**config.mk**
```make
export PLATFORM = sky130hd
export DESIGN_NAME = dds_core
export DESIGN_NICKNAME = d
export VERILOG_FILES = /design/src/common/dds_pkg.sv /design/src/logic/dds_core.sv /design/src/logic/dds_chan.sv
export VERILOG_INCLUDE_DIRS = /design/src /design/src/common
export SDC_FILE = /design/constraint.sdc
export NUM_CORES = 1
export LEC_CHECK = 0
export ABC_AREA = 0
export BUFFER_PORTS_ARGS = -buffer_cell sky130_fd_sc_hd__clkbuf_2
export CORE_ASPECT_RATIO = 1.25
export CORE_MARGIN = 2
export CORE_UTILIZATION = 40
export CTS_BUF_LIST = sky130_fd_sc_hd__clkbuf_8
export CTS_CLUSTER_DIAMETER = 120
export DETAILED_ROUTE_END_ITERATION = 8
export GPL_ROUTABILITY_DRIVEN = 0
export MAX_ROUTING_LAYER = met4
export PLACE_DENSITY = 0.55
export SLEW_MARGIN = 0
export SYNTH_ARGS = -nofsm -noshare
export SYNTH_HDL_FRONTEND = slang
export SYNTH_SLANG_ARGS = --single-unit
```
**constraint.sdc**
```tcl
create_clock -name pclk -period 14.96 [get_ports pclk]
set_input_delay 1.496 -clock pclk [delete_from_list [all_inputs] [get_ports pclk]]
set_output_delay 1.496 -clock pclk [all_outputs]
set_load 0.03 [all_outputs]
```
**src/common/dds_defs.svh**
```systemverilog
// register offsets, field positions and timing constants of the dds core
`ifndef DDS_DEFS_SVH
`define DDS_DEFS_SVH

// ---------------------------------------------------------------
// register byte offsets
// ---------------------------------------------------------------
`define DDS_OFF_CTRL 8'h00
`define DDS_OFF_STATUS 8'h04
`define DDS_OFF_FRQ0 8'h08
`define DDS_OFF_FRQ1 8'h0C
`define DDS_OFF_PHO0 8'h10
`define DDS_OFF_PHO1 8'h14
`define DDS_OFF_ACT0 8'h18
`define DDS_OFF_ACT1 8'h1C

// ---------------------------------------------------------------
// control field positions
// ---------------------------------------------------------------
`define DDS_CTRL_PCFG_LSB 0
`define DDS_CTRL_RSRC_LSB 4
`define DDS_CTRL_M0_LSB 8
`define DDS_CTRL_M1_LSB 12
`define DDS_CTRL_R0_BIT 16
`define DDS_CTRL_R1_BIT 17
`define DDS_CTRL_T0_LSB 18
`define DDS_CTRL_T1_LSB 20
`define DDS_CTRL_MASK 32'h003F_7737
`define DDS_CTRL_RST 32'h0000_0000

// ---------------------------------------------------------------
// reset values and timing
// ---------------------------------------------------------------
`define DDS_FRQ_RST 32'h0000_0000
`define DDS_PHO_RST 14'h0000
`define DDS_SYNC_DIV 4
`define DDS_SYNC_SAMPLE 2'h1
`define DDS_PHASE_QTR 14'h1000
`define DDS_DAC_MID 10'h200
`define DDS_HUMP_MAX 9'h1FF

`endif

```
**src/common/dds_pkg.sv**
```systemverilog
// types shared by the dds core and its channel module
package dds_pkg;

    // ---------------------------------------------------------------
    // channel operating modes
    // ---------------------------------------------------------------
    typedef enum logic [2:0] {
        DDS_ST = 3'b000,
        DDS_M2 = 3'b001,
        DDS_M4 = 3'b010,
        DDS_M8 = 3'b011,
        DDS_M16 = 3'b100,
        DDS_SWP = 3'b101
    } dds_mode_t;

    // which pins carry amplitude ramp control
    typedef enum logic [1:0] {
        DDS_RS_NONE = 2'b00,
        DDS_RS_PIN23 = 2'b01,
        DDS_RS_PIN3 = 2'b10,
        DDS_RS_SDIO = 2'b11
    } dds_rsrc_t;

    // quantity that modulation or sweep acts on
    typedef enum logic [1:0] {
        DDS_T_FREQ = 2'b00,
        DDS_T_PHASE = 2'b01,
        DDS_T_AMP = 2'b10,
        DDS_T_RSV = 2'b11
    } dds_mtype_t;

endpackage : dds_pkg

```
**src/logic/dds_core.sv**
```systemverilog
// dual channel dds core with apb registers, sync clock and mode checker
//
// How it works
// RQ1: two channels, 32-bit accumulators add tuning word
// RQ2: phase converted to amplitude by cosine
// RQ3: zero tuning word holds phase constant
// RQ4: output frequency is word times clock over 2^32
// RQ5: software keeps tuning word at most 2^31
// RQ6: both channels share one clock, lockstep
// RQ7: per-channel 14-bit offset added before cosine
// RQ8: phase shift is offset over 2^14 turns
// RQ9: amplitude samples are 10 bits wide
// RQ10: single-tone, two-level, sweep combine freely
// RQ11: both channels may run four-level modulation
// RQ12: eight/16-level on one channel, other single-tone
// RQ13: ramp on both channels in single-tone
// RQ14: two-pin ramp: one two-level or both sweeping
// RQ15: one-pin ramp: one eight-level, other single-tone
// RQ16: sdio ramp: two/four-level each, else single-tone
// RQ17: sdio ramp: one eight/16-level, other single-tone
// RQ18: amplitude modulation, sweep, ramp are exclusive
// RQ19: sync clock at quarter rate samples pins
// RQ20: update strobe rise copies buffers to active
// RQ21: pin config field selects profile pin function
// RQ22: offset aligned to top 14 phase bits
// RQ23: illegal mode combinations flagged, output undefined
//
// Design decisions made here: the address map and the APB register port.
`timescale 1ns/10ps
`include "dds_defs.svh"

module dds_core (
    input wire logic pclk,
    input wire logic presetn,
    input wire logic psel,
    input wire logic penable,
    input wire logic pwrite,
    input wire logic [7:0] paddr,
    input wire logic [31:0] pwdata,
    output logic [31:0] prdata,
    output logic pready,
    output logic pslverr,
    input wire logic [3:0] profile_pins,
    input wire logic io_update,
    output logic sync_clk,
    output logic [9:0] dac0_data,
    output logic [9:0] dac1_data
);
    import dds_pkg::*;

    logic [31:0] ctrl_r;
    logic [31:0] frq0_buf_r;
    logic [31:0] frq1_buf_r;
    logic [13:0] pho0_buf_r;
    logic [13:0] pho1_buf_r;
    logic [31:0] frq0_act_r;
    logic [31:0] frq1_act_r;
    logic [13:0] pho0_act_r;
    logic [13:0] pho1_act_r;
    logic [31:0] prdata_r;
    logic pready_r;
    logic pslverr_r;
    logic [1:0] div_r;
    logic sync_clk_r;
    logic [3:0] pin_meta_r;
    logic [3:0] pin_sync_r;
    logic [3:0] pin_smp_r;
    logic upd_meta_r;
    logic upd_sync_r;
    logic upd_smp_r;
    logic upd_go;
    logic samp;
    logic legal_r;
    logic [31:0] acc0;
    logic [31:0] acc1;
    logic [9:0] dac0_r;
    logic [9:0] dac1_r;
    logic wr_go;
    logic setup;
    dds_mode_t m0;
    dds_mode_t m1;
    dds_mtype_t t0;
    dds_mtype_t t1;
    dds_rsrc_t rsrc;
    logic r0;
    logic r1;

    // ---------------------------------------------------------------
    // helper functions
    // ---------------------------------------------------------------
    function automatic logic is_hi(input dds_mode_t m);
        is_hi = (m == DDS_M8) || (m == DDS_M16);
    endfunction : is_hi

    function automatic logic is_mod(input dds_mode_t m);
        is_mod = (m == DDS_M2) || (m == DDS_M4) || is_hi(m);
    endfunction : is_mod

    // one channel's ramp is legal with the amplitude path free
    function automatic logic amp_ok(input dds_mode_t m, input dds_mtype_t t,
                                    input logic r);
        amp_ok = !(r && (m != DDS_ST) && (t == DDS_T_AMP)); // RQ18
    endfunction : amp_ok

    // role of the four profile pins for a pin config value
    // 0: modulation select, 1: sweep start/stop, 2: ramp control
    function automatic logic [1:0] pin_role(input logic [2:0] pcfg);
        case (pcfg)
            3'h0, 3'h1, 3'h2: pin_role = 2'h0;
            3'h3: pin_role = 2'h1;
            3'h4, 3'h5: pin_role = 2'h2;
            default: pin_role = 2'h0;
        endcase
    endfunction : pin_role

    // legality of the two-channel mode combination
    function automatic logic combo_ok(input dds_mode_t a, input dds_mode_t b,
                                      input dds_mtype_t ta, input dds_mtype_t tb,
                                      input logic ra, input logic rb,
                                      input dds_rsrc_t src);
        logic ok;
        ok = 1'b1;
        // eight/16-level keeps the other channel single-tone
        if (is_hi(a) && (b != DDS_ST)) begin
            ok = 1'b0; // RQ12
        end
        if (is_hi(b) && (a != DDS_ST)) begin
            ok = 1'b0; // RQ12
        end
        if (!amp_ok(a, ta, ra) || !amp_ok(b, tb, rb)) begin
            ok = 1'b0; // RQ18
        end
        if (ra || rb) begin
            case (src)
                DDS_RS_NONE: begin
                    ok = 1'b0;
                end
                DDS_RS_PIN23: begin
                    // both single-tone, one two-level, or both sweeping
                    if (!((a == DDS_ST && b == DDS_ST) // RQ13
                          || (a == DDS_M2 && b == DDS_ST) // RQ14
                          || (a == DDS_ST && b == DDS_M2)
                          || (a == DDS_SWP && b == DDS_SWP))) begin
                        ok = 1'b0;
                    end
                end
                DDS_RS_PIN3: begin
                    if (!((a == DDS_ST && b == DDS_ST)
                          || (a == DDS_M8 && b == DDS_ST) // RQ15
                          || (a == DDS_ST && b == DDS_M8))) begin
                        ok = 1'b0;
                    end
                end
                DDS_RS_SDIO: begin
                    // neither channel may sweep with the sdio ramp
                    if ((a == DDS_SWP) || (b == DDS_SWP)) begin
                        ok = 1'b0; // RQ16
                    end
                    // two- and four-level do not mix on these pins
                    if (is_mod(a) && is_mod(b) && (a != b)) begin
                        ok = 1'b0; // RQ16
                    end
                    if ((is_mod(a) && !ra) || (is_mod(b) && !rb)) begin
                        ok = 1'b0; // RQ16 RQ17
                    end
                end
                default: begin
                    ok = 1'b0;
                end
            endcase
        end
        combo_ok = ok; // RQ10 RQ11
    endfunction : combo_ok

    assign m0 = dds_mode_t'(ctrl_r[`DDS_CTRL_M0_LSB +: 3]);
    assign m1 = dds_mode_t'(ctrl_r[`DDS_CTRL_M1_LSB +: 3]);
    assign t0 = dds_mtype_t'(ctrl_r[`DDS_CTRL_T0_LSB +: 2]);
    assign t1 = dds_mtype_t'(ctrl_r[`DDS_CTRL_T1_LSB +: 2]);
    assign rsrc = dds_rsrc_t'(ctrl_r[`DDS_CTRL_RSRC_LSB +: 2]);
    assign r0 = ctrl_r[`DDS_CTRL_R0_BIT];
    assign r1 = ctrl_r[`DDS_CTRL_R1_BIT];

    // ---------------------------------------------------------------
    // apb slave, zero wait states
    // ---------------------------------------------------------------
    assign setup = psel && !penable && !pready_r;
    assign wr_go = psel && penable && pready_r && pwrite;

    always_ff @(posedge pclk or negedge presetn) begin
        if (!presetn) begin
            pready_r <= 1'b0;
        end else begin
            pready_r <= setup;
        end
    end

    always_ff @(posedge pclk or negedge presetn) begin
        if (!presetn) begin
            prdata_r <= 32'h0000_0000;
            pslverr_r <= 1'b0;
        end else if (setup) begin
            pslverr_r <= 1'b0;
            case (paddr)
                `DDS_OFF_CTRL: prdata_r <= ctrl_r;
                `DDS_OFF_STATUS: prdata_r <= {22'h0, pin_role(ctrl_r[`DDS_CTRL_PCFG_LSB +: 3]),
                                              pin_smp_r, 3'h0, legal_r};
                `DDS_OFF_FRQ0: prdata_r <= frq0_buf_r;
                `DDS_OFF_FRQ1: prdata_r <= frq1_buf_r;
                `DDS_OFF_PHO0: prdata_r <= {18'h0, pho0_buf_r};
                `DDS_OFF_PHO1: prdata_r <= {18'h0, pho1_buf_r};
                `DDS_OFF_ACT0: prdata_r <= acc0;
                `DDS_OFF_ACT1: prdata_r <= acc1;
                default: begin
                    prdata_r <= 32'h0000_0000;
                    pslverr_r <= 1'b1;
                end
            endcase
        end else if (!psel) begin
            prdata_r <= 32'h0000_0000;
            pslverr_r <= 1'b0;
        end
    end

    // control register, which acts at once, and buffers; only an update moves the buffers to the channels
    always_ff @(posedge pclk or negedge presetn) begin
        if (!presetn) begin
            ctrl_r <= `DDS_CTRL_RST;
            frq0_buf_r <= `DDS_FRQ_RST;
            frq1_buf_r <= `DDS_FRQ_RST;
            pho0_buf_r <= `DDS_PHO_RST;
            pho1_buf_r <= `DDS_PHO_RST;
        end else if (wr_go) begin
            case (paddr)
                `DDS_OFF_CTRL: ctrl_r <= pwdata & `DDS_CTRL_MASK; // RQ21
                `DDS_OFF_FRQ0: frq0_buf_r <= pwdata;
                `DDS_OFF_FRQ1: frq1_buf_r <= pwdata;
                `DDS_OFF_PHO0: pho0_buf_r <= pwdata[13:0];
                `DDS_OFF_PHO1: pho1_buf_r <= pwdata[13:0];
                default: ctrl_r <= ctrl_r;
            endcase
        end
    end

    // ---------------------------------------------------------------
    // sync clock and pin sampling
    // ---------------------------------------------------------------
    always_ff @(posedge pclk or negedge presetn) begin
        if (!presetn) begin
            div_r <= 2'h0;
            sync_clk_r <= 1'b0;
        end else begin
            div_r <= div_r + 2'h1;
            sync_clk_r <= (div_r == `DDS_SYNC_SAMPLE) || (div_r == 2'h2); // RQ19
        end
    end

    // pins sampled as sync_clk rises
    assign samp = (div_r == `DDS_SYNC_SAMPLE);

    always_ff @(posedge pclk or negedge presetn) begin
        if (!presetn) begin
            pin_meta_r <= 4'h0;
            pin_sync_r <= 4'h0;
            upd_meta_r <= 1'b0;
            upd_sync_r <= 1'b0;
        end else begin
            pin_meta_r <= profile_pins;
            pin_sync_r <= pin_meta_r;
            upd_meta_r <= io_update;
            upd_sync_r <= upd_meta_r;
        end
    end

    always_ff @(posedge pclk or negedge presetn) begin
        if (!presetn) begin
            pin_smp_r <= 4'h0;
            upd_smp_r <= 1'b0;
        end else if (samp) begin
            pin_smp_r <= pin_sync_r; // RQ19
            upd_smp_r <= upd_sync_r;
        end
    end

    // strobes shorter than one sync period may be missed
    assign upd_go = samp && upd_sync_r && !upd_smp_r; // RQ20

    always_ff @(posedge pclk or negedge presetn) begin
        if (!presetn) begin
            frq0_act_r <= `DDS_FRQ_RST;
            frq1_act_r <= `DDS_FRQ_RST;
            pho0_act_r <= `DDS_PHO_RST;
            pho1_act_r <= `DDS_PHO_RST;
        end else if (upd_go) begin
            frq0_act_r <= frq0_buf_r; // RQ20
            frq1_act_r <= frq1_buf_r;
            pho0_act_r <= pho0_buf_r;
            pho1_act_r <= pho1_buf_r;
        end
    end

    // ---------------------------------------------------------------
    // mode checker; illegal combinations are only flagged
    // ---------------------------------------------------------------
    always_ff @(posedge pclk or negedge presetn) begin
        if (!presetn) begin
            legal_r <= 1'b1;
        end else begin
            legal_r <= combo_ok(m0, m1, t0, t1, r0, r1, rsrc); // RQ23
        end
    end

    // ---------------------------------------------------------------
    // channels on the common clock
    // ---------------------------------------------------------------
    dds_chan u_ch0 (
        .pclk(pclk), // RQ6
        .presetn(presetn),
        .frequency_tuning_word(frq0_act_r),
        .channel_phase_offset(pho0_act_r),
        .acc_r(acc0),
        .dac_data_r(dac0_r)
    );

    dds_chan u_ch1 (
        .pclk(pclk), // RQ6
        .presetn(presetn),
        .frequency_tuning_word(frq1_act_r),
        .channel_phase_offset(pho1_act_r),
        .acc_r(acc1),
        .dac_data_r(dac1_r)
    );

    assign prdata = prdata_r;
    assign pready = pready_r;
    assign pslverr = pslverr_r;
    assign sync_clk = sync_clk_r;
    assign dac0_data = dac0_r;
    assign dac1_data = dac1_r;

    // ---------------------------------------------------------------
    // checks
    // ---------------------------------------------------------------
    AST_SYNC_QUARTER: assert property (@(posedge pclk) disable iff (!presetn) // RQ19
        $rose(sync_clk_r) |-> ##1 sync_clk_r ##1 !sync_clk_r ##1 !sync_clk_r
        ##1 $rose(sync_clk_r))
        else $error("sync clock not at quarter rate");

    AST_UPDATE_COPY: assert property (@(posedge pclk) disable iff (!presetn) // RQ20
        upd_go |=> (frq0_act_r == $past(frq0_buf_r))
        && (pho1_act_r == $past(pho1_buf_r)))
        else $error("update did not copy buffers");

    AST_ACTIVE_HOLD: assert property (@(posedge pclk) disable iff (!presetn) // RQ20
        !upd_go |=> $stable(frq0_act_r) && $stable(frq1_act_r))
        else $error("active word changed without update");

    AST_LOCKSTEP: assert property (@(posedge pclk) disable iff (!presetn) // RQ6
        (frq0_act_r == frq1_act_r) && (acc0 == acc1)
        && $stable(frq0_act_r) && $stable(frq1_act_r) |=> (acc0 == acc1))
        else $error("channels lost lockstep");

    AST_HI_EXCL: assert property (@(posedge pclk) disable iff (!presetn) // RQ12
        is_hi(m0) && (m1 != DDS_ST) |=> !legal_r)
        else $error("eight-level with busy partner accepted");

    AST_APB_READY: assert property (@(posedge pclk) disable iff (!presetn)
        setup |=> pready_r ##1 !pready_r)
        else $error("apb ready not one access cycle");

endmodule : dds_core

```
**src/logic/dds_chan.sv**
```systemverilog
// one synthesis channel: phase accumulator, phase offset, cosine amplitude
`timescale 1ns/10ps
`include "dds_defs.svh"

module dds_chan (
    input wire logic pclk,
    input wire logic presetn,
    input wire logic [31:0] frequency_tuning_word,
    input wire logic [13:0] channel_phase_offset,
    output logic [31:0] acc_r,
    output logic [9:0] dac_data_r
);
    import dds_pkg::*;

    logic [13:0] phase_r;
    logic [13:0] v;
    logic [12:0] w;
    logic [13:0] wc;
    logic [26:0] h;
    logic [8:0] mag;

    // ---------------------------------------------------------------
    // accumulator, wraps modulo 2^32
    // ---------------------------------------------------------------
    always_ff @(posedge pclk or negedge presetn) begin
        if (!presetn) begin
            acc_r <= `DDS_FRQ_RST;
        end else begin
            acc_r <= acc_r + frequency_tuning_word; // RQ1 RQ3 RQ4
        end
    end

    // offset aligned to the top 14 phase bits
    always_ff @(posedge pclk or negedge presetn) begin
        if (!presetn) begin
            phase_r <= `DDS_PHO_RST;
        end else begin
            phase_r <= acc_r[31:18] + channel_phase_offset; // RQ7 RQ8 RQ22
        end
    end

    // ---------------------------------------------------------------
    // cosine as a shifted parabolic sine hump
    // ---------------------------------------------------------------
    // parabola trades a few lsb of purity for no lookup table
    assign v = phase_r + `DDS_PHASE_QTR; // RQ2
    assign w = v[12:0];
    assign wc = 14'h2000 - {1'b0, w};
    assign h = w * wc;
    assign mag = (h[24:15] > 10'h1FF) ? `DDS_HUMP_MAX : h[23:15];

    always_ff @(posedge pclk or negedge presetn) begin
        if (!presetn) begin
            dac_data_r <= `DDS_DAC_MID;
        end else if (v[13]) begin
            dac_data_r <= `DDS_DAC_MID - {1'b0, mag}; // RQ2 RQ9
        end else begin
            dac_data_r <= `DDS_DAC_MID + {1'b0, mag}; // RQ9
        end
    end

    // ---------------------------------------------------------------
    // checks
    // ---------------------------------------------------------------
    AST_ACC_STEP: assert property (@(posedge pclk) disable iff (!presetn) // RQ1
        ##1 acc_r == $past(acc_r) + $past(frequency_tuning_word))
        else $error("accumulator did not step by tuning word");

    AST_ZERO_HOLD: assert property (@(posedge pclk) disable iff (!presetn) // RQ3
        (frequency_tuning_word == 32'h0) ##1 (frequency_tuning_word == 32'h0)
        |-> $stable(acc_r))
        else $error("phase moved with zero tuning word");

    AST_OFFSET_ADD: assert property (@(posedge pclk) disable iff (!presetn) // RQ7
        ##1 phase_r == $past(acc_r[31:18]) + $past(channel_phase_offset))
        else $error("phase offset not added to top phase bits");

    AST_COS_PEAK: assert property (@(posedge pclk) disable iff (!presetn) // RQ2
        (phase_r == 14'h0000) |=> (dac_data_r == 10'h3FF))
        else $error("cosine peak wrong at phase zero");

    AST_COS_TROUGH: assert property (@(posedge pclk) disable iff (!presetn) // RQ9
        (phase_r == 14'h2000) |=> (dac_data_r == 10'h001))
        else $error("cosine trough wrong at half cycle");

endmodule : dds_chan

```
# Word-level counts from Yosys, hierarchy flattened
# Cells that the tools add are included.
# classes
eq_ne	29
n_mul	2
n_mux	21
n_addsub	13
magnitude_cmp	2
n_reduce_logical	57
n_bitwise	0
div_mod_pow	0
shift	0
# op_table
op	count
one-hot mux 32 bit (8 select lines)	1
adder 32 bit	2
2-to-1 mux 32 bit	2
multiplier 13 x 14 -> 25 bit	2
== test 8 x 5 -> 1 bit (second input constant)	4
adder 14 x 13 -> 14 bit (second input constant)	2
adder 14 bit	2
subtractor 14 x 13 -> 14 bit (first input constant)	2
logical AND 1 bit	23
adder 10 x 9 -> 10 bit (first input constant)	2
> comparator 10 x 9 -> 1 bit (second input constant)	2
2-to-1 mux 10 bit	2
subtractor 10 x 9 -> 10 bit (first input constant)	2
== test 3 bit (second input constant)	6
2-to-1 mux 9 bit	2
== test 8 x 4 -> 1 bit (second input constant)	2
logical OR 1 bit	16
== test 3 x 2 -> 1 bit (second input constant)	5
2-to-1 mux 1 bit	12
== test 2 bit (second input constant)	5
AND reduction 2 bit	5
== test 8 x 3 -> 1 bit (second input constant)	1
zero test 8 bit	1
OR reduction 8 bit	1
other kinds (12)	20
# totals
n_memories	0
in_bits	50
wordCells	151
ramBits	0
rom_bits	0
register_bits	366
latch_bits	0
out_inout_bits	55

# Depth between registers and ports, before layout
# Gate-level depths: netlist of run 1.
# depth
ltp_word	11
mapped_depth	35
ltp_nobuf	33

# Cells and area by module
# From an unflattened synthesis of run 1, not the netlist that was laid out.
# unflattened
cells_unflattened	2862
area_unflattened_um2	30356.6
# modules_own_cells
mod	seq_area_each_um2	cells_per_inst	n_inst	area_per_inst_um2
dds_core	6332.3	793	1	11254.5
dds_chan (u_ch0)	1402.6	1071	1	9789.4
dds_chan (u_ch1)	1402.6	998	1	9312.7

# Worst setup path before layout of run 1
# No wires, ideal clock.
# synth_timing
path_kind	register to register
start	register u_ch0.phase_r[0]
end	register u_ch0.dac_data_r[8]
path_stages_with_launch	32
synth_period_minus_slack_ps	7201
n_path_buf	2
arrival_ps	7074
slack_ps	7759
required_ps	14832
setup_ps	128
cell_sequence	dfrtp_1 clkbuf_1 inv_1 ha_1 nor3b_1 nor3b_1 nand2_1 nor3_1 ha_1 clkbuf_1 nand2b_1 fa_1 fa_1 inv_1 fa_1 fa_1 inv_1 fa_1 inv_1 ha_1 a21o_1 a21o_1 a21o_1 nor3_1 a21boi_0 o21ai_1 a31oi_1 ha_1 nand2b_2 nor3b_2 a31oi_2 xor2_1
# synth_between
elab_chain_len	7
elab_cells_between_ends	8
classes_between	4 x add/sub; 1 x mul; 1 x order compare; 2 x mux
# synth_lines
element	line_no	text
from (decl)	dds_chan.sv:15	logic [13:0] phase_r;
from (signal assigned)	dds_chan.sv:36	phase_r <= `DDS_PHO_RST;
from (signal assigned)	dds_chan.sv:38	phase_r <= acc_r[31:18] + channel_phase_offset;
adder 14 x 13 -> 14 bit (no source line) *	--	
subtractor 14 x 13 -> 14 bit	dds_chan.sv:48	assign wc = 14'h2000 - {1'b0, w};
multiplier 13 x 14 -> 25 bit	dds_chan.sv:49	assign h = w * wc;
> comparator 10 x 9 -> 1 bit	dds_chan.sv:50	assign mag = (h[24:15] > 10'h1FF) ? `DDS_HUMP_MAX : h[23:15];
2-to-1 mux 9 bit	dds_chan.sv:50	
adder 10 x 9 -> 10 bit (no source line) / subtractor 10 x 9 -> 10 bit (equally long branches)	--	
2-to-1 mux 10 bit *	dds_chan.sv:55	end else if (v[13]) begin
to (signal assigned)	dds_chan.sv:54	dac_data_r <= `DDS_DAC_MID;
to (signal assigned)	dds_chan.sv:56	dac_data_r <= `DDS_DAC_MID - {1'b0, mag};
to (signal assigned)	dds_chan.sv:58	dac_data_r <= `DDS_DAC_MID + {1'b0, mag};
to (decl)	dds_chan.sv:11	output logic [9:0] dac_data_r
# Every way passes the cells marked *; elsewhere a longest branch is shown, timed or not.
# A chain may end at the register's enable or synchronous reset.

# Worst setup path after layout of run 1
# layout_timing
start	register u_ch0.phase_r[0]
end	register u_ch0.dac_data_r[8]
# layout_between
elab_chain_len	7
elab_cells_between_ends	8
classes_between	4 x add/sub; 1 x mul; 1 x order compare; 2 x mux
# layout_lines
element	line_no	text
adder 14 x 13 -> 14 bit (no source line) *	--	
subtractor 14 x 13 -> 14 bit	dds_chan.sv:48	
multiplier 13 x 14 -> 25 bit *	dds_chan.sv:49	
> comparator 10 x 9 -> 1 bit	dds_chan.sv:50	
2-to-1 mux 9 bit *	dds_chan.sv:50	
net u_ch0.mag[0]	dds_chan.sv:20	logic [8:0] mag;
adder 10 x 9 -> 10 bit (no source line) / subtractor 10 x 9 -> 10 bit (equally long branches)	--	
2-to-1 mux 10 bit *	dds_chan.sv:55	
# The timed path passes the listed nets; every way through them passes the cells marked *.

==> results.ini, run 1 <==
[setup_path]
slowest_delay_ps = 840
end_kind = flip-flop
r2r-start = u_ch0.phase_r[0]
cp.arrival_ps = 8870
worstReg2RegEnd = u_ch0.dac_data_r[8]
crit_top_cell = inv_1
crit_path_start_kind = flip-flop
required_ps = 15540
crit_type = reg -> reg
reg2reg_setup_slack_ps = 6670
rr_worst_depth = 32
path_max_fanout = 25
critPathSlowestCell = dfrtp_1

[worst_hold_path]
hold_path_end = pin_sync_r[3]
whs_path_depth = 0
hold_path.class = reg -> reg
min_from = pin_meta_r[3]

[detailed_routing]
drc = 0
first_pass_iters = 5
drt-wirelength-per-cell_um = 19.8
vias = 20600
wl_um = 77500
ant_nets = 0
viasPerCell = 5.28
drt-initial-drc-count = 1150

[flow_run]
maxCapViolCount = 0

[pwr]
swShare = 0.403
powerDensity_mw_per_mm2 = 116
p_switching_w = 0.00151
pwr-share-comb = 0.455
peakVddDrop_mv = 0.0947
p_int_w = 0.00223
pwr-share-seq = 0.292
leakage_nw = 16.6
power_frac_clock = 0.253

[timing]
setup_viol = 0
finalCritPeriodShare = 0.554
fin_worst_skew_ps = 66.8
fin_crit_ps = 8290
whs_ps = 349
slew_headroom = 0.209
tns_ps = 0
rsz0062_at_grt = false
fmax_mhz = 121
hold_viol_final = 0
finalMaxSlewViolations = 0
worstMarginPinSlew_ps = 1180

[global_routing]
grt_pass1_vias = 22200
antenna_found_initial = 3
grt_use_total = 0.216
grt_max_degree = 169
grt_pass1_wl_um = 123000
grt_remaining_overflow = 0

[die]
initial_core_util = 0.402
die_width_um = 246
num_rows = 111
pin_count = 105
die-area_mm2 = 0.0755
core_mm2 = 0.0729
die-height_um = 307

[final_layout]
final_core_util = 0.442
syn_to_final_growth_pct = 9.89
nNetsFinal = 3447
drive_gt1_frac = 0.155
final_cell_area_mm2 = 0.0322

[cts]
clockBufferDepth = 3
cts-root-buf = clkbuf_8
hold_buffers = 0
clk_pin_slew_worst_paths_ps = 70
insertion_delay_ps = 710
htreeDepth = 2
cts_setup_buffers = 0
cts_sinks = 365
cts_inserted_buffers = 61
cts.repair.resized = 0
cts_tree = built

[placement]
numPortBuffers = 104
dp_hpwl_um = 58500
placed_area_mm2 = 0.0309

[synthesis]
synth_area_leader_cell = dfrtp_1
syn_inst = 2787
ys_seq_elements = 365
synth_cell_types = 97
synth_area_mm2 = 0.0293
synth_area_leaders = dfrtp_1 31%, fa_1 18%, ha_1 10%
seq_area_frac_synth = 0.312
synth-edff-count = 0
synth_area_per_cell_um2 = 10.5
synth_async_sr_flop_share = 1.00
ys_warn_count = 0
yosys_most_used_dff = dfrtp_1
netlist.area_leader.share = 0.309

[status]
status = complete, no violations

[worst max path at each step]
stage                      from             endpoint  slack (ps)  cells past startpoint
3_3_place_gp   u_ch1.phase_r[0]  u_ch1.dac_data_r[8]        6980                     29
3_5_place_dp   u_ch0.phase_r[0]  u_ch0.dac_data_r[8]        6670                     32
4_1_cts        u_ch0.phase_r[0]  u_ch0.dac_data_r[8]        6720                     32
5_1_grt        u_ch1.phase_r[0]  u_ch1.dac_data_r[8]        6090                     32
6_report       u_ch0.phase_r[0]  u_ch0.dac_data_r[8]        6670                     32
2_1_floorplan  u_ch0.phase_r[0]  u_ch0.dac_data_r[8]        7760                     31
[cells in the final DEF (no fill, tap or decap), types with 6 or more instances in the layout]
cell type / netlist / layout
inv_1: 392 / 413
dfrtp_1: 362 / 362
fa_1: 264 / 264
ha_1: 240 / 240
mux2_2: 203 / 203
nand2b_1: 129 / 129
nor2_1: 125 / 124
nor2b_1: 124 / 123
nand2_1: 107 / 105
a21oi_1: 104 / 104
clkbuf_2: 0 / 103
xnor2_1: 85 / 85
clkbuf_8: 0 / 76
o21ai_0: 75 / 75
a21o_1: 44 / 44
and2_1: 36 / 36
nand3_1: 33 / 33
a22oi_1: 31 / 31
xor2_1: 30 / 30
a22o_1: 30 / 30
nor3_1: 29 / 28
conb_1: 2 / 22
a221oi_1: 19 / 19
and3_1: 14 / 14
a222oi_1: 13 / 13
o21bai_1: 12 / 12
or3_1: 11 / 11
o21a_1: 11 / 11
nand4_1: 9 / 9
o21ai_1: 9 / 9
a31oi_1: 9 / 9
buf_4: 1 / 9
a211oi_1: 8 / 8
a211o_1: 7 / 7
clkinv_2: 0 / 7
a21oi_2: 6 / 6
[cells in the mapped netlist, types with 4 or more instances]
cell      count
a211o_1       7
a211oi_1      8
a21boi_1      5
a21o_1       44
a21oi_1     104
a21oi_2       6
a221oi_1     19
a222oi_1     13
a22o_1       30
a22oi_1      31
a311oi_1      4
a31oi_1       9
and2_1       36
and3_1       14
buf_1        11
clkbuf_1     76
dfrtp_1     362
fa_1        264
ha_1        240
inv_1       392
mux2_2      203
mux2i_1       4
nand2_1     107
nand2b_1    129
nand3_1      33
nand4_1       9
nor2_1      125
nor2b_1     124
nor3_1       29
nor3b_1       4
nor4_1        5
o211ai_1      5
o21a_1       11
o21ai_0      75
o21ai_1       9
o21bai_1     12
o22a_1        4
o22ai_1       5
o31ai_1       5
or2_2         4
or3_1        11
xnor2_1      85
xor2_1       30
[worst max-delay path, delay by kind of cell, from the launching register on]
family	cells	cell delay, ps
simple gates	9	1350
buf+inv	6	530
flops	1	840
xor+xnor	1	170
compound gates	7	1490
fa+ha+maj	9	3820
[power groups by stage]
stage / sequential, W / clock, W / combinational (W)
2_1_floorplan: 0.00113 / 0 / 0.00127
3_3_place_gp: 0.00111 / 0 / 0.00167
3_5_place_dp: 0.00111 / 0 / 0.00171
4_1_cts: 0.00109 / 0.000978 / 0.00172
5_1_grt: 0.00110 / 0.00102 / 0.00193
6_report: 0.00109 / 0.000947 / 0.00170
[state kept, by name, summed over array words and instances, names as in the netlist, 17 cells and up]
name,count
frq0_act_r,32
ctrl_r,17
frq1_buf_r,32
u_ch0.acc_r,32
frq0_buf_r,32
frq1_act_r,32
prdata,32
u_ch1.acc_r,32
[layer usage]
metal	GRT usage	share of wire
met5	-	0
met2	0.370	0.50
met3	0.0279	0.044
met1	0.258	0.41
met4	0.0847	0.041
[through the flow]
step | cells | setup slack, ps | power [W]
4_1_cts | 3902 | 6720 | 0.00379
6_report | 3905 | 6670 | 0.00374
2_1_floorplan | 2807 | 7760 | 0.00240
5_1_grt | 3905 | 6090 | 0.00404
3_3_place_gp | 3790 | 6980 | 0.00278
3_5_place_dp | 3790 | 6670 | 0.00282
[cell type report]
class	instances	area, um2
fill	6950	40700
multi-input combinational	1957	18500
sequential	365	9140
inverter	394	1480
tap	960	1200
clock buffer	76	1050
timing repair buffer	114	618
clock inverter	36	260
antenna	3	7.51
[logic make-up (layout without fill, tap and decap cells)]
logic type	after synthesis	count (layout)	share of synthesized area
multiplexers	208	208	0.0801
buffers and inverters	485	620	0.0623
XOR/XNOR	116	116	0.0349
flip-flops	365	365	0.312
adder cells (fa/ha/maj)	505	505	0.283
AND/OR/NAND/NOR	654	654	0.121
AO/OA/AOI/OAI	452	452	0.107
other	2	25	0.000256
No activity file was read; power rests on OpenSTA's default activity.
==> run 2: changes to the inputs <==
Settings changed: ABC_AREA 0 to 1, PLACE_DENSITY 0.55 to 0.54.
Clock period 14.96 ns to 8.5 ns, I/O delays scaled along.
==> run 2 against run 1 <==
  * Die area up 3.1%
  * Worst setup slack worse by 5400 ps
  * Worst hold slack worse by 150 ps
  * Largest cell class unchanged
  * Non-clock buffer count is 8 higher
  * Wire length rose by 10%
  * Register-to-register slack worse by 5400 ps
  * Combinational power rose by 100%
  * Flip-flop and latch count unchanged
  * First-iteration DRC count shrank 2.3%
==> results.ini, run 2 <==
[status]
status = complete, no violations

[timing]
finalCritPeriodShare = 0.846
fmax_mhz = 139
worstMarginPinSlew_ps = 1040
rsz0062_at_grt = false
setup_viol = 0
tns_ps = 0
setup_ws_ps = 1310
hold_viol_final = 0
fin_crit_ps = 7190
slew_headroom = 0.304
finalMaxSlewViolations = 0
fin_worst_skew_ps = 60.1

[detailed_routing]
viasPerCell = 4.96
wl_um = 85400
drc = 0
ant_nets = 0
vias = 24100
drt-initial-drc-count = 1124
drt-wirelength-per-cell_um = 17.6
first_pass_iters = 5

[pwr]
leakage_nw = 17.7
powerDensity_mw_per_mm2 = 214
peakVddDrop_mv = 0.113

[synthesis]
ys_seq_elements = 365
synth_async_sr_flop_share = 1.00
synth_area_leaders = dfrtp_1 30%, fa_1 17%, ha_1 9.9%
netlist.area_leader.share = 0.300
yosys_most_used_dff = dfrtp_1
synth_area_mm2 = 0.0302
synth_area_leader_cell = dfrtp_1
syn_inst = 3722
synth_cell_types = 59
synth-edff-count = 0
netlist_top_cells_count = 792 x nand2_1, 753 x inv_1, 362 x dfrtp_1
ys_warn_count = 0
synth.most_common_cell = nand2_1
synth_area_per_cell_um2 = 8.12
seq_area_frac_synth = 0.302

[die]
pin_count = 105
die-area_mm2 = 0.0778
die-height_um = 311
initial_core_util = 0.405
die_width_um = 250
num_rows = 112
core_mm2 = 0.0747

[final_layout]
fill_cells = 7704
syn_to_final_growth_pct = 10.0
nNetsFinal = 4393
final_cell_mix = 790 x nand2_1, 773 x inv_1, 362 x dfrtp_1, 307 x nor2_1, 289 x o21ai_0
final_common_cell = nand2_1
drive_gt1_frac = 0.0677

[setup_path]
crit_top_cell = nand2_1
critPathSlowestCell = fa_1
cp.arrival_ps = 7740
slowest_delay_ps = 530
path_max_fanout = 10
reg2reg_setup_slack_ps = 1310
crit_type = reg -> reg
end_kind = flip-flop
required_ps = 9050
crit_path_start_kind = flip-flop

[cts]
cts-root-buf = clkbuf_8
clockBufferDepth = 3
cts_inserted_buffers = 68
cts_sinks = 365
clk_pin_slew_worst_paths_ps = 60
cts_setup_buffers = 0
insertion_delay_ps = 660
cts.repair.resized = 0
hold_buffers = 0
htreeDepth = 3
cts_tree = built

[placement]
place_ws_ps = 1260
numPortBuffers = 104
dp_hpwl_um = 68200

[global_routing]
grt_remaining_overflow = 0
grt_pass1_wl_um = 137000
grt_pass1_vias = 25500
antenna_found_initial = 1
grt_max_degree = 143
grt_use_total = 0.231

[flow_run]
maxCapViolCount = 0

[worst_hold_path]
hold_path.class = in -> async

==> run 2: metrics by stage <==
stage               std cells  utilization  area (um2)  power, W  hold WS [ps]
detailed placement       4738        0.426       31800   0.00537           335
global route             4858        0.445       33300   0.00780           242
global placement         4738        0.426       31800   0.00536           336
floorplan                3742            -       30300   0.00446           331
finish                   4858        0.445       33300   0.00712           203
CTS                      4856        0.445       33300   0.00722           240
==> run 2: where the power goes <==
| group | internal (W) | total (W) | switching (W) |
|---|---|---|---|
| Combinational | 0.00117 | 0.00343 | 0.00226 |
| Clock | 0.000996 | 0.00180 | 0.000801 |
| Sequential | 0.00183 | 0.00189 | 0.0000677 |
==> run 2: cell families after synthesis <==
| kind of cell | Yosys count | share of synthesized area |
|---|---|---|
| flip-flops | 365 | 0.302 |
| adder cells (fa/ha/maj) | 504 | 0.274 |
| AO/OA/AOI/OAI | 570 | 0.107 |
| XOR/XNOR | 108 | 0.0313 |
| AND/OR/NAND/NOR | 1304 | 0.175 |
| multiplexers | 10 | 0.00372 |
| buffers and inverters | 859 | 0.107 |
| other | 2 | 0.000248 |
==> run 2: routing by layer <==
layer | part of all wire | GRT usage | wire, um | vias up
met3 | 0.036 | 0.0256 | 3070 | 176
met2 | 0.52 | 0.416 | 44200 | 487
met4 | 0.035 | 0.0857 | 3030 | 0
met1 | 0.41 | 0.264 | 35100 | 11600
met5 | 0 | - | 0 | -
li1 | - | - | - | 11800
==> run 2: worst paths after layout <==
check | startpoint | endpoint | cells after the start
max in group asynchronous | presetn | frq1_act_r[30] | 2
setup reg to reg | u_ch1.phase_r[1] | u_ch1.dac_data_r[6] | 36
hold / removal | presetn | u_ch1.dac_data_r[4] | 1
min in group pclk | profile_pins[0] | pin_meta_r[0] | 1
setup / recovery | u_ch1.phase_r[1] | u_ch1.dac_data_r[6] | 36
hold reg to reg | pin_meta_r[3] | pin_sync_r[3] | 0
==> run 2: final cells by class <==
cell class | count | area, um2 | share of cell area
diodes | 2 | 5.00 | 0.000150
multi-input cells | 2518 | 17900 | 0.539
inverters | 764 | 2870 | 0.0862
clock buffers | 85 | 1170 | 0.0352
well taps | 969 | 1210 | 0.0364
repair buffers | 122 | 678 | 0.0204
clock inverters | 33 | 251 | 0.00756
flip-flops and latches | 365 | 9140 | 0.275
==> run 2: critical path, delay by kind of cell, from the launching register on <==
family | cells | cell delay, ps
AOI/OAI and AO/OA | 1 | 170
adders and majority gates | 9 | 3470
buffers and inverters | 9 | 780
DFF | 1 | 490
and+or+nand+nor | 17 | 2200
